`src/inc/ads_pkg.sv`:
```
// Purpose: shared constants of the converter delay sequencer
// Assumes: 125 MHz system clock, delay ticks near the 16 MHz converter rate
// Notes:   register offsets are byte addresses of 32-bit words
package ads_pkg;
  // ************************************************************
  // timing
  // ************************************************************
  localparam int unsigned CLK_HZ          = 125_000_000;
  localparam int unsigned CLK_PERIOD_PS   = 8_000;
  localparam int unsigned CONV_CLK_HZ     = 16_000_000;
  // tick divider rounds up, so a tick never comes faster than 16 MHz
  localparam int unsigned TICK_DIV        = (CLK_HZ + CONV_CLK_HZ - 1) / CONV_CLK_HZ;
  localparam int unsigned TICK_W          = $clog2(TICK_DIV);
  localparam int unsigned MAX_DELAY_US    = 32;
  localparam int unsigned MAX_DELAY_TICKS = MAX_DELAY_US * (CONV_CLK_HZ / 1_000_000);
  localparam int unsigned DLY_W           = $clog2(MAX_DELAY_TICKS);
  localparam int unsigned CONV_TIME_PS    = 62_500;
  localparam int unsigned CONV_CYC        = (CONV_TIME_PS + CLK_PERIOD_PS - 1) / CLK_PERIOD_PS;
  localparam int unsigned CV_W            = $clog2(CONV_CYC);
  localparam int unsigned SETTLE_TIME_NS  = 1_000;
  localparam int unsigned SETTLE_CYC      = (SETTLE_TIME_NS * 1_000 + CLK_PERIOD_PS - 1) / CLK_PERIOD_PS;
  localparam int unsigned SETTLE_W        = $clog2(SETTLE_CYC + 1);
  // ************************************************************
  // register map
  // ************************************************************
  localparam int unsigned ADDR_W   = 8;
  localparam int unsigned DATA_W   = 32;
  localparam int unsigned CH_W     = 3;
  localparam int unsigned RES_W    = 10;
  localparam logic [7:0]  OFF_MAIN = 8'h00;
  localparam logic [7:0]  OFF_AUX  = 8'h04;
  localparam logic [7:0]  OFF_DLY1 = 8'h08;
  localparam logic [7:0]  OFF_DLY2 = 8'h0C;
  localparam logic [7:0]  OFF_STAT = 8'h10;
  localparam logic [7:0]  OFF_RES  = 8'h14;
  // converter_main_control fields
  localparam int unsigned MAIN_EN_BIT    = 0;
  localparam int unsigned MAIN_START_BIT = 1;
  localparam int unsigned MAIN_LDO_BIT   = 2;
  localparam int unsigned MAIN_MID_BIT   = 3;
  localparam int unsigned MAIN_CH_LSB    = 4;
  // converter_aux_control fields
  localparam int unsigned AUX_DEN_BIT    = 0;
  localparam int unsigned AUX_ATTN_BIT   = 1;
  // delay setting fields
  localparam int unsigned DLY1_LDO_LSB   = 0;
  localparam int unsigned DLY1_EN_LSB    = 16;
  localparam int unsigned DLY2_ST_LSB    = 0;
  // status fields
  localparam int unsigned ST_BUSY_BIT    = 0;
  localparam int unsigned ST_DONE_BIT    = 1;
  localparam int unsigned ST_SETTLED_BIT = 2;
  localparam int unsigned ST_ACTIVE_BIT  = 3;
  localparam int unsigned ST_HALTED_BIT  = 4;
  localparam int unsigned ST_ATTN_BIT    = 5;
  localparam int unsigned ST_CNT_LSB     = 16;
  // reset values: regulator first, converter enable at 4 us, start at 8 us
  localparam logic [DLY_W-1:0] RST_DLY_LDO = 9'h000;
  localparam logic [DLY_W-1:0] RST_DLY_EN  = 9'h040;
  localparam logic [DLY_W-1:0] RST_DLY_ST  = 9'h080;
  // conversion phase
  typedef enum logic {
    ADS_CV_IDLE    = 1'b0,
    ADS_CV_CONVERT = 1'b1
  } ads_cv_state_t;
endpackage

```
`src/inc/ads_dly_if.sv`:
```
// Purpose: link between sequencer control and its delay counter
// Assumes: single clock domain
// Notes:   clear is a level, start and stop are one-cycle pulses
`timescale 1ns/1ps
interface ads_dly_if;
  logic                     clear;
  logic                     start;
  logic                     stop;
  logic                     active;
  logic                     halted;
  logic [ads_pkg::DLY_W-1:0] count;
  modport ctrl (output clear, output start, output stop, input active, input halted, input count);
  modport cnt  (input clear, input start, input stop, output active, output halted, output count);
endinterface

```
`src/hdl/ads_delay_cnt.sv`:
```
// Purpose: delay counter stepping at the converter clock rate
// Assumes: clear held high resets everything
// Notes:   once halted, a new start is ignored until cleared
`timescale 1ns/1ps
module ads_delay_cnt (
  // clock and reset
  input wire logic clk,
  input wire logic rst,
  // control link
  ads_dly_if.cnt   dly
);
  logic [ads_pkg::TICK_W-1:0] div_q;
  logic                       active_q;
  logic                       halted_q;
  logic [ads_pkg::DLY_W-1:0]  count_q;
  logic                       tick;
  logic                       go;

  assign go         = dly.start && !active_q && !halted_q;
  assign tick       = active_q && (div_q == ads_pkg::TICK_W'(ads_pkg::TICK_DIV - 1));
  assign dly.active = active_q;
  assign dly.halted = halted_q;
  assign dly.count  = count_q;

  // ************************************************************
  // tick divider
  // ************************************************************
  // one tick per converter clock period
  always_ff @(posedge clk) begin
    if (rst || !active_q || tick) begin
      div_q <= '0;
    end else begin
      div_q <= div_q + 1'b1;
    end
  end

  // run and halt state
  always_ff @(posedge clk) begin
    if (rst || dly.clear) begin
      active_q <= 1'b0;
      halted_q <= 1'b0;
    end else if (dly.stop && active_q) begin
      active_q <= 1'b0;
      halted_q <= 1'b1;
    end else if (go) begin
      active_q <= 1'b1;
    end
  end

  // count saturates at the top so the longest delay stays reached
  always_ff @(posedge clk) begin
    if (rst || dly.clear || go) begin
      count_q <= '0;
    end else if (tick && (count_q != '1)) begin
      count_q <= count_q + 1'b1;
    end
  end

  a_halt_hold: assert property (@(posedge clk) disable iff (rst)
    halted_q && !dly.clear |=> $stable(count_q)) else $error("halted count moved");
  a_tick_spacing: assert property (@(posedge clk) disable iff (rst)
    tick |=> !tick [*7]) else $error("ticks too close");
endmodule

```
`src/hdl/ads_delay_sequencer.sv`:
```
// Purpose: control sequencer of the general purpose converter
// Assumes: one 125 MHz clock, plain register port, analog core on same clock
// Notes:   staggers regulator, enable and start through a delay counter
`timescale 1ns/1ps
module ads_delay_sequencer #(
  parameter logic [ads_pkg::CH_W-1:0] BATT_CH = 3'h7
) (
  // clock and reset
  input  wire logic                        clk,
  input  wire logic                        rst,
  // register port
  input  wire logic [ads_pkg::ADDR_W-1:0]  reg_addr,
  input  wire logic [ads_pkg::DATA_W-1:0]  reg_wdata,
  input  wire logic                        reg_we,
  input  wire logic                        reg_re,
  output      logic [ads_pkg::DATA_W-1:0]  reg_rdata,
  // analog core
  output      logic                        regulator_en,
  output      logic                        converter_en,
  output      logic                        conversion_start,
  output      logic                        attenuator_on,
  output      logic                        midscale_on,
  output      logic [ads_pkg::CH_W-1:0]    channel_sel,
  input  wire logic [ads_pkg::RES_W-1:0]   core_result
);
  ads_dly_if dly ();

  logic                          regulator_enable_bit_q;
  logic                          converter_enable_bit_q;
  logic                          conversion_start_bit_q;
  logic                          input_midscale_select_q;
  logic [ads_pkg::CH_W-1:0]      chan_q;
  logic                          delay_counter_enable_q;
  logic                          triple_attenuator_enable_q;
  logic [ads_pkg::DLY_W-1:0]     dly_ldo_q;
  logic [ads_pkg::DLY_W-1:0]     dly_en_q;
  logic [ads_pkg::DLY_W-1:0]     dly_st_q;
  logic                          done_q;
  logic [ads_pkg::RES_W-1:0]     result_q;
  logic [ads_pkg::DATA_W-1:0]    rdata_q;
  logic [ads_pkg::SETTLE_W-1:0]  settle_q;
  logic [ads_pkg::CH_W:0]        key_q;
  logic [ads_pkg::CV_W-1:0]      timer_q;
  ads_pkg::ads_cv_state_t        state_q;
  logic                          regulator_en_q;
  logic                          converter_en_q;
  logic                          conversion_start_q;
  logic                          attenuator_on_q;
  logic                          midscale_on_q;
  logic                          wr_main;
  logic                          wr_aux;
  logic                          wr_stat;
  logic                          started;
  logic                          start_gate;
  logic                          attn_eff;
  logic                          finish;
  logic                          settled;

  // ************************************************************
  // helpers
  // ************************************************************
  // bit passes straight through unless the counter enable asks for a delay
  function automatic logic gate_sig(input logic bit_v, input logic den, input logic run,
                                    input logic [ads_pkg::DLY_W-1:0] cnt,
                                    input logic [ads_pkg::DLY_W-1:0] setting);
    return bit_v & (~den | (run & (cnt >= setting)));
  endfunction

  assign wr_main    = reg_we && (reg_addr == ads_pkg::OFF_MAIN);
  assign wr_aux     = reg_we && (reg_addr == ads_pkg::OFF_AUX);
  assign wr_stat    = reg_we && (reg_addr == ads_pkg::OFF_STAT);
  // a halted counter keeps its count, so the regulator and converter enables it released stay on
  assign started    = dly.active | dly.halted;
  assign start_gate = gate_sig(conversion_start_bit_q, delay_counter_enable_q, started,
                               dly.count, dly_st_q);
  assign attn_eff   = triple_attenuator_enable_q | (chan_q == BATT_CH);
  assign finish     = (state_q == ads_pkg::ADS_CV_CONVERT) && (timer_q == '0);
  assign settled    = (settle_q == ads_pkg::SETTLE_W'(ads_pkg::SETTLE_CYC));

  // counter control
  assign dly.clear  = !delay_counter_enable_q;
  assign dly.start  = wr_main && reg_wdata[ads_pkg::MAIN_START_BIT] && delay_counter_enable_q;
  assign dly.stop   = finish;

  ads_delay_cnt u_cnt (
    .clk (clk),
    .rst (rst),
    .dly (dly)
  );

  // ************************************************************
  // registers
  // ************************************************************
  // main control; a software write of start wins over the finish clear
  always_ff @(posedge clk) begin
    if (rst) begin
      regulator_enable_bit_q  <= 1'b0;
      converter_enable_bit_q  <= 1'b0;
      conversion_start_bit_q  <= 1'b0;
      input_midscale_select_q <= 1'b0;
      chan_q                  <= '0;
    end else if (wr_main) begin
      regulator_enable_bit_q  <= reg_wdata[ads_pkg::MAIN_LDO_BIT];
      converter_enable_bit_q  <= reg_wdata[ads_pkg::MAIN_EN_BIT];
      conversion_start_bit_q  <= reg_wdata[ads_pkg::MAIN_START_BIT];
      input_midscale_select_q <= reg_wdata[ads_pkg::MAIN_MID_BIT];
      chan_q                  <= reg_wdata[ads_pkg::MAIN_CH_LSB +: ads_pkg::CH_W];
    end else if (finish) begin
      conversion_start_bit_q  <= 1'b0;
    end
  end

  // aux control
  always_ff @(posedge clk) begin
    if (rst) begin
      delay_counter_enable_q     <= 1'b0;
      triple_attenuator_enable_q <= 1'b0;
    end else if (wr_aux) begin
      delay_counter_enable_q     <= reg_wdata[ads_pkg::AUX_DEN_BIT];
      triple_attenuator_enable_q <= reg_wdata[ads_pkg::AUX_ATTN_BIT];
    end
  end

  // delay settings
  always_ff @(posedge clk) begin
    if (rst) begin
      dly_ldo_q <= ads_pkg::RST_DLY_LDO;
      dly_en_q  <= ads_pkg::RST_DLY_EN;
      dly_st_q  <= ads_pkg::RST_DLY_ST;
    end else begin
      if (reg_we && (reg_addr == ads_pkg::OFF_DLY1)) begin
        dly_ldo_q <= reg_wdata[ads_pkg::DLY1_LDO_LSB +: ads_pkg::DLY_W];
        dly_en_q  <= reg_wdata[ads_pkg::DLY1_EN_LSB +: ads_pkg::DLY_W];
      end
      if (reg_we && (reg_addr == ads_pkg::OFF_DLY2)) begin
        dly_st_q  <= reg_wdata[ads_pkg::DLY2_ST_LSB +: ads_pkg::DLY_W];
      end
    end
  end

  // ************************************************************
  // conversion phase
  // ************************************************************
  // fixed length phase; the attenuator only stretches sampling, not this
  always_ff @(posedge clk) begin
    if (rst) begin
      state_q <= ads_pkg::ADS_CV_IDLE;
      timer_q <= '0;
    end else begin
      unique case (state_q)
        ads_pkg::ADS_CV_IDLE: begin
          if (start_gate) begin
            state_q <= ads_pkg::ADS_CV_CONVERT;
            timer_q <= ads_pkg::CV_W'(ads_pkg::CONV_CYC - 1);
          end
        end
        ads_pkg::ADS_CV_CONVERT: begin
          if (timer_q == '0) begin
            state_q <= ads_pkg::ADS_CV_IDLE;
          end else begin
            timer_q <= timer_q - 1'b1;
          end
        end
      endcase
    end
  end

  // result capture and sticky done; the finish set wins over a clear
  always_ff @(posedge clk) begin
    if (rst) begin
      done_q   <= 1'b0;
      result_q <= '0;
    end else if (finish) begin
      done_q   <= 1'b1;
      result_q <= core_result;
    end else if (wr_stat && reg_wdata[ads_pkg::ST_DONE_BIT]) begin
      done_q   <= 1'b0;
    end
  end

  // settling timer restarts whenever channel or attenuator changes
  always_ff @(posedge clk) begin
    if (rst) begin
      key_q    <= '0;
      settle_q <= '0;
    end else begin
      key_q <= {chan_q, attn_eff};
      if (key_q != {chan_q, attn_eff}) begin
        settle_q <= '0;
      end else if (!settled) begin
        settle_q <= settle_q + 1'b1;
      end
    end
  end

  // ************************************************************
  // analog outputs
  // ************************************************************
  always_ff @(posedge clk) begin
    if (rst) begin
      regulator_en_q     <= 1'b0;
      converter_en_q     <= 1'b0;
      conversion_start_q <= 1'b0;
      attenuator_on_q    <= 1'b0;
      midscale_on_q      <= 1'b0;
    end else begin
      regulator_en_q     <= gate_sig(regulator_enable_bit_q, delay_counter_enable_q, started,
                                     dly.count, dly_ldo_q);
      converter_en_q     <= gate_sig(converter_enable_bit_q, delay_counter_enable_q, started,
                                     dly.count, dly_en_q);
      conversion_start_q <= start_gate;
      attenuator_on_q    <= attn_eff;
      midscale_on_q      <= input_midscale_select_q;
    end
  end

  assign regulator_en     = regulator_en_q;
  assign converter_en     = converter_en_q;
  assign conversion_start = conversion_start_q;
  assign attenuator_on    = attenuator_on_q;
  assign midscale_on      = midscale_on_q;
  assign channel_sel      = chan_q;

  // ************************************************************
  // read back
  // ************************************************************
  // data stands only in the cycle after the read; unmapped reads give zero
  always_ff @(posedge clk) begin
    if (rst || !reg_re) begin
      rdata_q <= '0;
    end else begin
      rdata_q <= '0;
      case (reg_addr)
        ads_pkg::OFF_MAIN: begin
          rdata_q[ads_pkg::MAIN_EN_BIT]                    <= converter_enable_bit_q;
          rdata_q[ads_pkg::MAIN_START_BIT]                 <= conversion_start_bit_q;
          rdata_q[ads_pkg::MAIN_LDO_BIT]                   <= regulator_enable_bit_q;
          rdata_q[ads_pkg::MAIN_MID_BIT]                   <= input_midscale_select_q;
          rdata_q[ads_pkg::MAIN_CH_LSB +: ads_pkg::CH_W]   <= chan_q;
        end
        ads_pkg::OFF_AUX: begin
          rdata_q[ads_pkg::AUX_DEN_BIT]                    <= delay_counter_enable_q;
          rdata_q[ads_pkg::AUX_ATTN_BIT]                   <= triple_attenuator_enable_q;
        end
        ads_pkg::OFF_DLY1: begin
          rdata_q[ads_pkg::DLY1_LDO_LSB +: ads_pkg::DLY_W] <= dly_ldo_q;
          rdata_q[ads_pkg::DLY1_EN_LSB +: ads_pkg::DLY_W]  <= dly_en_q;
        end
        ads_pkg::OFF_DLY2: rdata_q[ads_pkg::DLY2_ST_LSB +: ads_pkg::DLY_W] <= dly_st_q;
        ads_pkg::OFF_STAT: begin
          rdata_q[ads_pkg::ST_BUSY_BIT]                    <= (state_q == ads_pkg::ADS_CV_CONVERT);
          rdata_q[ads_pkg::ST_DONE_BIT]                    <= done_q;
          rdata_q[ads_pkg::ST_SETTLED_BIT]                 <= settled;
          rdata_q[ads_pkg::ST_ACTIVE_BIT]                  <= dly.active;
          rdata_q[ads_pkg::ST_HALTED_BIT]                  <= dly.halted;
          rdata_q[ads_pkg::ST_ATTN_BIT]                    <= attn_eff;
          rdata_q[ads_pkg::ST_CNT_LSB +: ads_pkg::DLY_W]   <= dly.count;
        end
        ads_pkg::OFF_RES: rdata_q[ads_pkg::RES_W-1:0] <= result_q;
        default: rdata_q <= '0;
      endcase
    end
  end

  assign reg_rdata = rdata_q;

  // ************************************************************
  // checks
  // ************************************************************
  a_counter_start: assert property (@(posedge clk) disable iff (rst)
    dly.start && !dly.active && !dly.halted |=> dly.active && (dly.count == '0))
    else $error("counter did not start");
  a_counter_clear: assert property (@(posedge clk) disable iff (rst)
    !delay_counter_enable_q |=> (dly.count == '0) && !dly.active && !dly.halted)
    else $error("counter not cleared");
  a_bypass_follow: assert property (@(posedge clk) disable iff (rst)
    !delay_counter_enable_q |=> regulator_en == $past(regulator_enable_bit_q))
    else $error("regulator enable not following its bit");
  a_delay_holds: assert property (@(posedge clk) disable iff (rst)
    delay_counter_enable_q && !started |=> !converter_en && !conversion_start)
    else $error("signal released before counter start");
  a_reset_stagger: assert property (@(posedge clk)
    $past(rst) && !rst |-> (dly_ldo_q < dly_en_q) && (dly_en_q < dly_st_q))
    else $error("reset delays not staggered");
  a_conv_length: assert property (@(posedge clk) disable iff (rst)
    $rose(state_q == ads_pkg::ADS_CV_CONVERT) |-> (state_q == ads_pkg::ADS_CV_CONVERT) [*8]
    ##1 (state_q == ads_pkg::ADS_CV_IDLE))
    else $error("conversion phase length wrong");
  a_finish_stop: assert property (@(posedge clk) disable iff (rst)
    finish && dly.active && delay_counter_enable_q |=> dly.halted && !dly.active)
    else $error("counter not stopped at finish");
  a_batt_attn: assert property (@(posedge clk) disable iff (rst)
    chan_q == BATT_CH |=> attenuator_on)
    else $error("battery channel without attenuator");
  a_midscale_path: assert property (@(posedge clk) disable iff (rst)
    input_midscale_select_q |=> midscale_on)
    else $error("mid-scale not applied");
  a_settle_restart: assert property (@(posedge clk) disable iff (rst)
    $changed(chan_q) |=> !settled [*2])
    else $error("settle flag not restarted");
endmodule

```
`config.mk`:
```
export PLATFORM = sky130hd
export DESIGN_NAME = ads_delay_sequencer
export DESIGN_NICKNAME = d
export VERILOG_FILES = /design/src/inc/ads_pkg.sv /design/src/inc/ads_dly_if.sv /design/src/hdl/ads_delay_cnt.sv /design/src/hdl/ads_delay_sequencer.sv
export SDC_FILE = /design/constraint.sdc
export NUM_CORES = 1
export LEC_CHECK = 0
export BUFFER_PORTS_ARGS = -buffer_cell sky130_fd_sc_hd__buf_2
export CORE_MARGIN = 2
export CORE_UTILIZATION = 48
export CTS_CLUSTER_DIAMETER = 100
export DETAILED_ROUTE_END_ITERATION = 8
export HOLD_SLACK_MARGIN = 0.03
export PLACE_DENSITY = 0.71
export SYNTH_ARGS = -nofsm -noshare
export SYNTH_HDL_FRONTEND = slang
export SYNTH_SLANG_ARGS = --single-unit
export TNS_END_PERCENT = 20
```
`constraint.sdc`:
```
create_clock -name clk -period 5.02 [get_ports clk]
set_input_delay 0.502 -clock clk [delete_from_list [all_inputs] [get_ports clk]]
set_output_delay 0.502 -clock clk [all_outputs]
set_load 0.05 [all_outputs]
```
# ---- Word-level counts from Yosys, hierarchy flattened
# Cells that the tools add are included.
dict set report word_totals {
  register_bits 113
  input_bits 54
  word_cells 107
}
dict set report op_classes {
  n_addsub 4
  order_cmp 3
  eq_ne 12
  n_mux 15
  bitwise_logic 14
  n_reduce_logical 31
}
# op n
set op_table {}
lappend op_table {{$ge 9x9->1} 3}
lappend op_table {{$pmux 4 s5} 1}
lappend op_table {{$pmux 9 s2} 1}
lappend op_table {{$eq 8x4->1 const B} 2}
lappend op_table {{$eq 8x5->1 const B} 2}
lappend op_table {{$logic_and 1x1->1} 14}
lappend op_table {{$pmux 2 s6} 1}
lappend op_table {{$add 9x1->9 const B} 1}
lappend op_table {{$ne 9x9->1 const B} 1}
lappend op_table {{$eq 8x3->1 const B} 1}
lappend op_table {{$logic_not 8->1} 1}
lappend op_table {{$add 7x1->7 const B} 1}
lappend op_table {{$eq 7x7->1 const B} 1}
lappend op_table {{$and 1x1->1} 6}
lappend op_table {{$eq 3x3->1 const B} 2}
lappend op_table {{$mux 1} 6}
lappend op_table {{$mux 3} 2}
lappend op_table {{$pmux 2 s3} 1}
lappend op_table {{$pmux 3 s2} 1}
lappend op_table {{$reduce_or 2->1} 3}
lappend op_table {{$logic_or 1x1->1} 5}
lappend op_table {{$or 1x1->1} 5}
lappend op_table {{$logic_not 1->1} 4}
lappend op_table {{$ne 2x2->1 const B} 2}
lappend op_table {{other kinds (9)} 12}

# ---- Depth between registers and ports, before layout
dict set report depth {
  ltp_word 7
  depth_mapped 8
  depth_no_buf 8
}

# ---- Cells and area by module
# A second synthesis with hierarchy kept.
dict set report hier_totals {
  cells_unflattened 565
  hier_area_um2 4923.5
}
# mod n_inst cells_each area_each_um2 seq_area_each_um2
set by_module_without_submodules {}
lappend by_module_without_submodules {ads_delay_sequencer 1 503 4311.6 1701.6}
lappend by_module_without_submodules {ads_delay_cnt 1 62 611.8 280.3}

# ---- Worst setup path before layout
# Ideal clock, no wire load.
dict set report synth_path {
  kind {input port to flip-flop}
  start {input port reg_addr[3] (netlist name)}
  end {register rdata_q, in the netlist reg_rdata[16]}
  t_arrival_ns 1.680
  slack_ns 3.280
  cell_stages 5
  path_cell_list {buf_6 > or3b_1 > buf_2 > nor4_4 > a22o_1}
}
dict set report synth_between {
  elab_chain_cells 2
}
# item line_no
set synth_rtl {}
lappend synth_rtl {{from (decl)} ads_delay_sequencer.sv:12} ;# input wire logic [ads_pkg::ADDR_W-1:0] reg_addr,
lappend synth_rtl {{$eq 8x5->1 / $eq 8x4->1 (equally long branches)} ads_delay_sequencer.sv:233} ;# case (reg_addr)
lappend synth_rtl {{$pmux 9 s2 (*)} ads_delay_sequencer.sv:233}
lappend synth_rtl {{to (signal, indexed assignment)} ads_delay_sequencer.sv:235} ;# rdata_q[ads_pkg::MAIN_EN_BIT] <= converter_enable_bit_q;
lappend synth_rtl {{to (signal, indexed assignment)} ads_delay_sequencer.sv:236} ;# rdata_q[ads_pkg::MAIN_START_BIT] <= conversion_start_bit_q;
lappend synth_rtl {{to (signal, indexed assignment)} ads_delay_sequencer.sv:237} ;# rdata_q[ads_pkg::MAIN_LDO_BIT] <= regulator_enable_bit_q;
lappend synth_rtl {{to (decl)} ads_delay_sequencer.sv:40} ;# logic [ads_pkg::DATA_W-1:0] rdata_q;
# Every way passes the cells marked *; elsewhere a longest branch is shown, timed or not.
# A chain may end at the register's enable or synchronous reset.

# ---- Final worst setup path
dict set report layout_path {
  start {input port reg_addr[2] (netlist name)}
  end {register dly_st_q[7] (netlist name)}
}
dict set report layout_between {
  elab_chain_cells 2
}
# item line_no
set layout_rtl {}
lappend layout_rtl {{$eq 8x4->1} ads_delay_sequencer.sv:135} ;# if (reg_we && (reg_addr == ads_pkg::OFF_DLY2)) begin
lappend layout_rtl {{$logic_and 1x1->1} ads_delay_sequencer.sv:135}
lappend layout_rtl {{to (signal assigned)} ads_delay_sequencer.sv:129} ;# dly_st_q <= ads_pkg::RST_DLY_ST;
lappend layout_rtl {{to (signal assigned)} ads_delay_sequencer.sv:136} ;# dly_st_q <= reg_wdata[ads_pkg::DLY2_ST_LSB +: ads_pkg::DLY_W];
lappend layout_rtl {{to (decl)} ads_delay_sequencer.sv:37} ;# logic [ads_pkg::DLY_W-1:0] dly_st_q;
# Every way passes these cells.

==> metrics.cfg <==
[outcome]
status=completed

[clock_tree]
cts_tree=built
postCtsSetupBuffers=0
cts_resized=0
max-clock-path-buffers=2
clock_latency_ns=0.37
clkTransAtPathRegs_ns=0.08
cts_max_level=3
cts-root-buf=clkbuf_8
cts_made_buffers=9
cts_hold_buf=0
clock_sinks=99

[routing]
viasPerCell=5.35
drt_wl_total_um=11100
vias=3920
drcViolationCount=0
ant_nets=0
first_iter_violations=272
firstDrtPassIters=5
avgRoutedWirePerCell_um=15.1

[yosys]
yosys_warnings=0
synth_area_leaders=dfxtp_1 (40%), ha_1 (8.9%), mux2i_1 (8.3%), nor2_1 (4.8%), nand2_1 (3.4%)
synth.distinct_cells=53
synth_top_cell_by_area=dfxtp_1
yosysSeqAreaShare_pct=40.3
synth_edf_count=0
synth_ff_type=dfxtp_1
async_flop_share_pct=0
yosysTopAreaCellShare_pct=40.3
synth_cells=539
syn_avg_cell_area_um2=9.12
syn_area_mm2=0.00492
ys_ff_latch=99

[floorplan]
initial_core_util_pct=49.8
io_pins=94
rows=36
die_area_mm2=0.0111
core_area_mm2=0.00986
die_h_um=105
die_w_um=105

[sta]
fmax_ghz=0.499
worstMarginPinSlew_ns=0.787
finalMaxSlewViolations=0
skew_ns=0.0122
finalCriticalPeriod_ns=2.00
finalSetupViolCount=0
min_period_over_period_pct=39.9
slew_headroom_pct=47.4
finalHoldViolCount=0
rsz0062_at_grt=no
finalSetupTns_ns=0

[cells_and_area]
area_growth_pct=11.2
drive_above_1_share_pct=15.7
antenna_cells=0
stdcell_count=733
nets=685
final_core_util_pct=55.4
fill_cells=894

[setup_path]
critPathLaunchType=primary input
cp.arrival_ns=2.25
path_class=primary input to register
cp.required_ns=5.27
critPathMaxFanout=32
r2r_slack_ns=3.03
crit_path_end_kind=register

[power_and_ir_drop]
leakagePower_nw=2.43
ir_worst_vdd_mv=0.171
p_per_area_mw_per_mm2=252

[min_path]
hold_class=primary input to register

[global_route]
first_global_vias=3772
grtUsageTotal_pct=20.7
grt_overflow=0
grt_pass1_wl_um=18300
grt_max_degree=33
antenna_found_initial=0

[place]
port_buffers=66
place.detailed.hpwl_um=8280
routabilityCongestion=0.919
place_inst=718

[job]
max-cap-violations=0

==> path summary, 6_finish.rpt <==
| check | from | to | depth (start not counted) |
|---|---|---|---|
| min | reg_wdata[22] | dly_en_q[6] | 3 |
| max | reg_addr[2] | dly_st_q[7] | 4 |
| max reg2reg | u_cnt.dly.count[1] | u_cnt.dly.count[7] | 8 |
| min reg2reg | u_cnt.div_q[0] | u_cnt.div_q[0] | 1 |
==> placed cells by master, fill, tap and decap left out, types with 3 or more instances in the layout <==
| master | n |
|---|---|
| dfxtp_1 | 99 |
| buf_2 | 66 |
| nor2_1 | 63 |
| nand2_1 | 45 |
| mux2i_1 | 41 |
| inv_1 | 35 |
| ha_1 | 35 |
| a21oi_1 | 29 |
| o21ai_0 | 16 |
| conb_1 | 13 |
| nand3_1 | 11 |
| xnor2_1 | 11 |
| nor2b_1 | 10 |
| a22o_1 | 10 |
| clkbuf_8 | 10 |
| nand4_1 | 9 |
| nor3_1 | 9 |
| nand2b_1 | 7 |
| xor2_1 | 6 |
| a22oi_1 | 6 |
| o211ai_1 | 4 |
| nand3b_1 | 4 |
| and4_1 | 4 |
| mux2_2 | 4 |
| nor4_1 | 3 |
| and2_1 | 3 |
| a221oi_1 | 3 |
| a211oi_1 | 3 |
| o2bb2ai_1 | 3 |
==> logic make-up (layout without fill, tap and decap cells) <==
logic type                 count (synthesis)  after routing  share of synthesized area (%)
buffers and inverters                     70            119                           6.79
AOI/OAI and AO/OA                         84             84                           11.4
other                                      1             13                         0.0763
xor gates and xnor gates                  17             17                           3.03
adders and majority gates                 35             35                           8.91
muxes                                     47             47                           10.2
DFF                                       99             99                           40.3
and+or+nand+nor                          186            186                           19.3
==> sequential cells by signal, summed over array words and instances, names as in the netlist, 3 cells and up <==
register	flops
u_cnt.dly.count	9
key_q	4
dly_st_q	9
u_cnt.div_q	3
settle_q	7
reg_rdata	19
timer_q	3
dly_en_q	9
result_q	10
channel_sel	3
dly_ldo_q	9
==> metal layers <==
metal  GRT usage (%)  vias to the layer above  share of wire (%)  wire length (µm)
li1                -                     1969                  -                 -
met1            28.0                     1838                 48              5330
met2            32.1                       92                 45              4970
met3            4.58                       21                4.3               475
met4            8.48                        0                2.6               285
met5               0                        -                  0                 0
==> cell usage after synthesis, types with 9 or more instances <==
| library cell | n |
|---|---|
| dfxtp_1 | 99 |
| nor2_1 | 63 |
| nand2_1 | 45 |
| mux2i_1 | 41 |
| ha_1 | 35 |
| inv_1 | 35 |
| a21oi_1 | 29 |
| o21ai_0 | 16 |
| buf_4 | 14 |
| nand3_1 | 11 |
| xnor2_1 | 11 |
| a22o_1 | 10 |
| nor2b_1 | 10 |
| buf_2 | 9 |
| nand4_1 | 9 |
| nor3_1 | 9 |
==> final cells by class <==
type / instances / area (µm²) / share of cell area, %
inverter: 36 / 135 / 2.47
timing repair buffer: 68 / 345 / 6.32
multi-input combinational: 382 / 2650 / 48.4
sequential: 99 / 1980 / 36.2
clock inverter: 4 / 51.3 / 0.938
tap: 133 / 166 / 3.04
clock buffer: 11 / 141 / 2.59
==> metrics by stage <==
step | cell area [µm²] | power [mW] | hold slack (ns) | worst slack (ns)
2_1_floorplan | 4960 | 0.871 | 0.398 | 3.28
3_3_place_gp | 5280 | 0.889 | 0.407 | 2.69
3_5_place_dp | 5280 | 0.890 | 0.415 | 2.64
4_1_cts | 5470 | 1.39 | 0.344 | 3.02
5_1_grt | 5470 | 1.44 | 0.335 | 2.88
6_report | 5470 | 1.38 | 0.354 | 3.02
==> where the power goes <==
part           switching [mW]  internal (mW)  total [mW]  leakage [nW]
Sequential            0.00250          0.787       0.790         0.798
Combinational          0.0593         0.0231      0.0824          1.54
Clock                   0.266          0.242       0.508        0.0954
Total                   0.328           1.05        1.38          2.43
==> worst max-delay path, cell delays in order <==
cell,delay [ns]
buf_2,0.54
nand4_1,0.75
mux2i_1,0.37
nand2_1,0.08
Power figures use the tool's default switching activity.
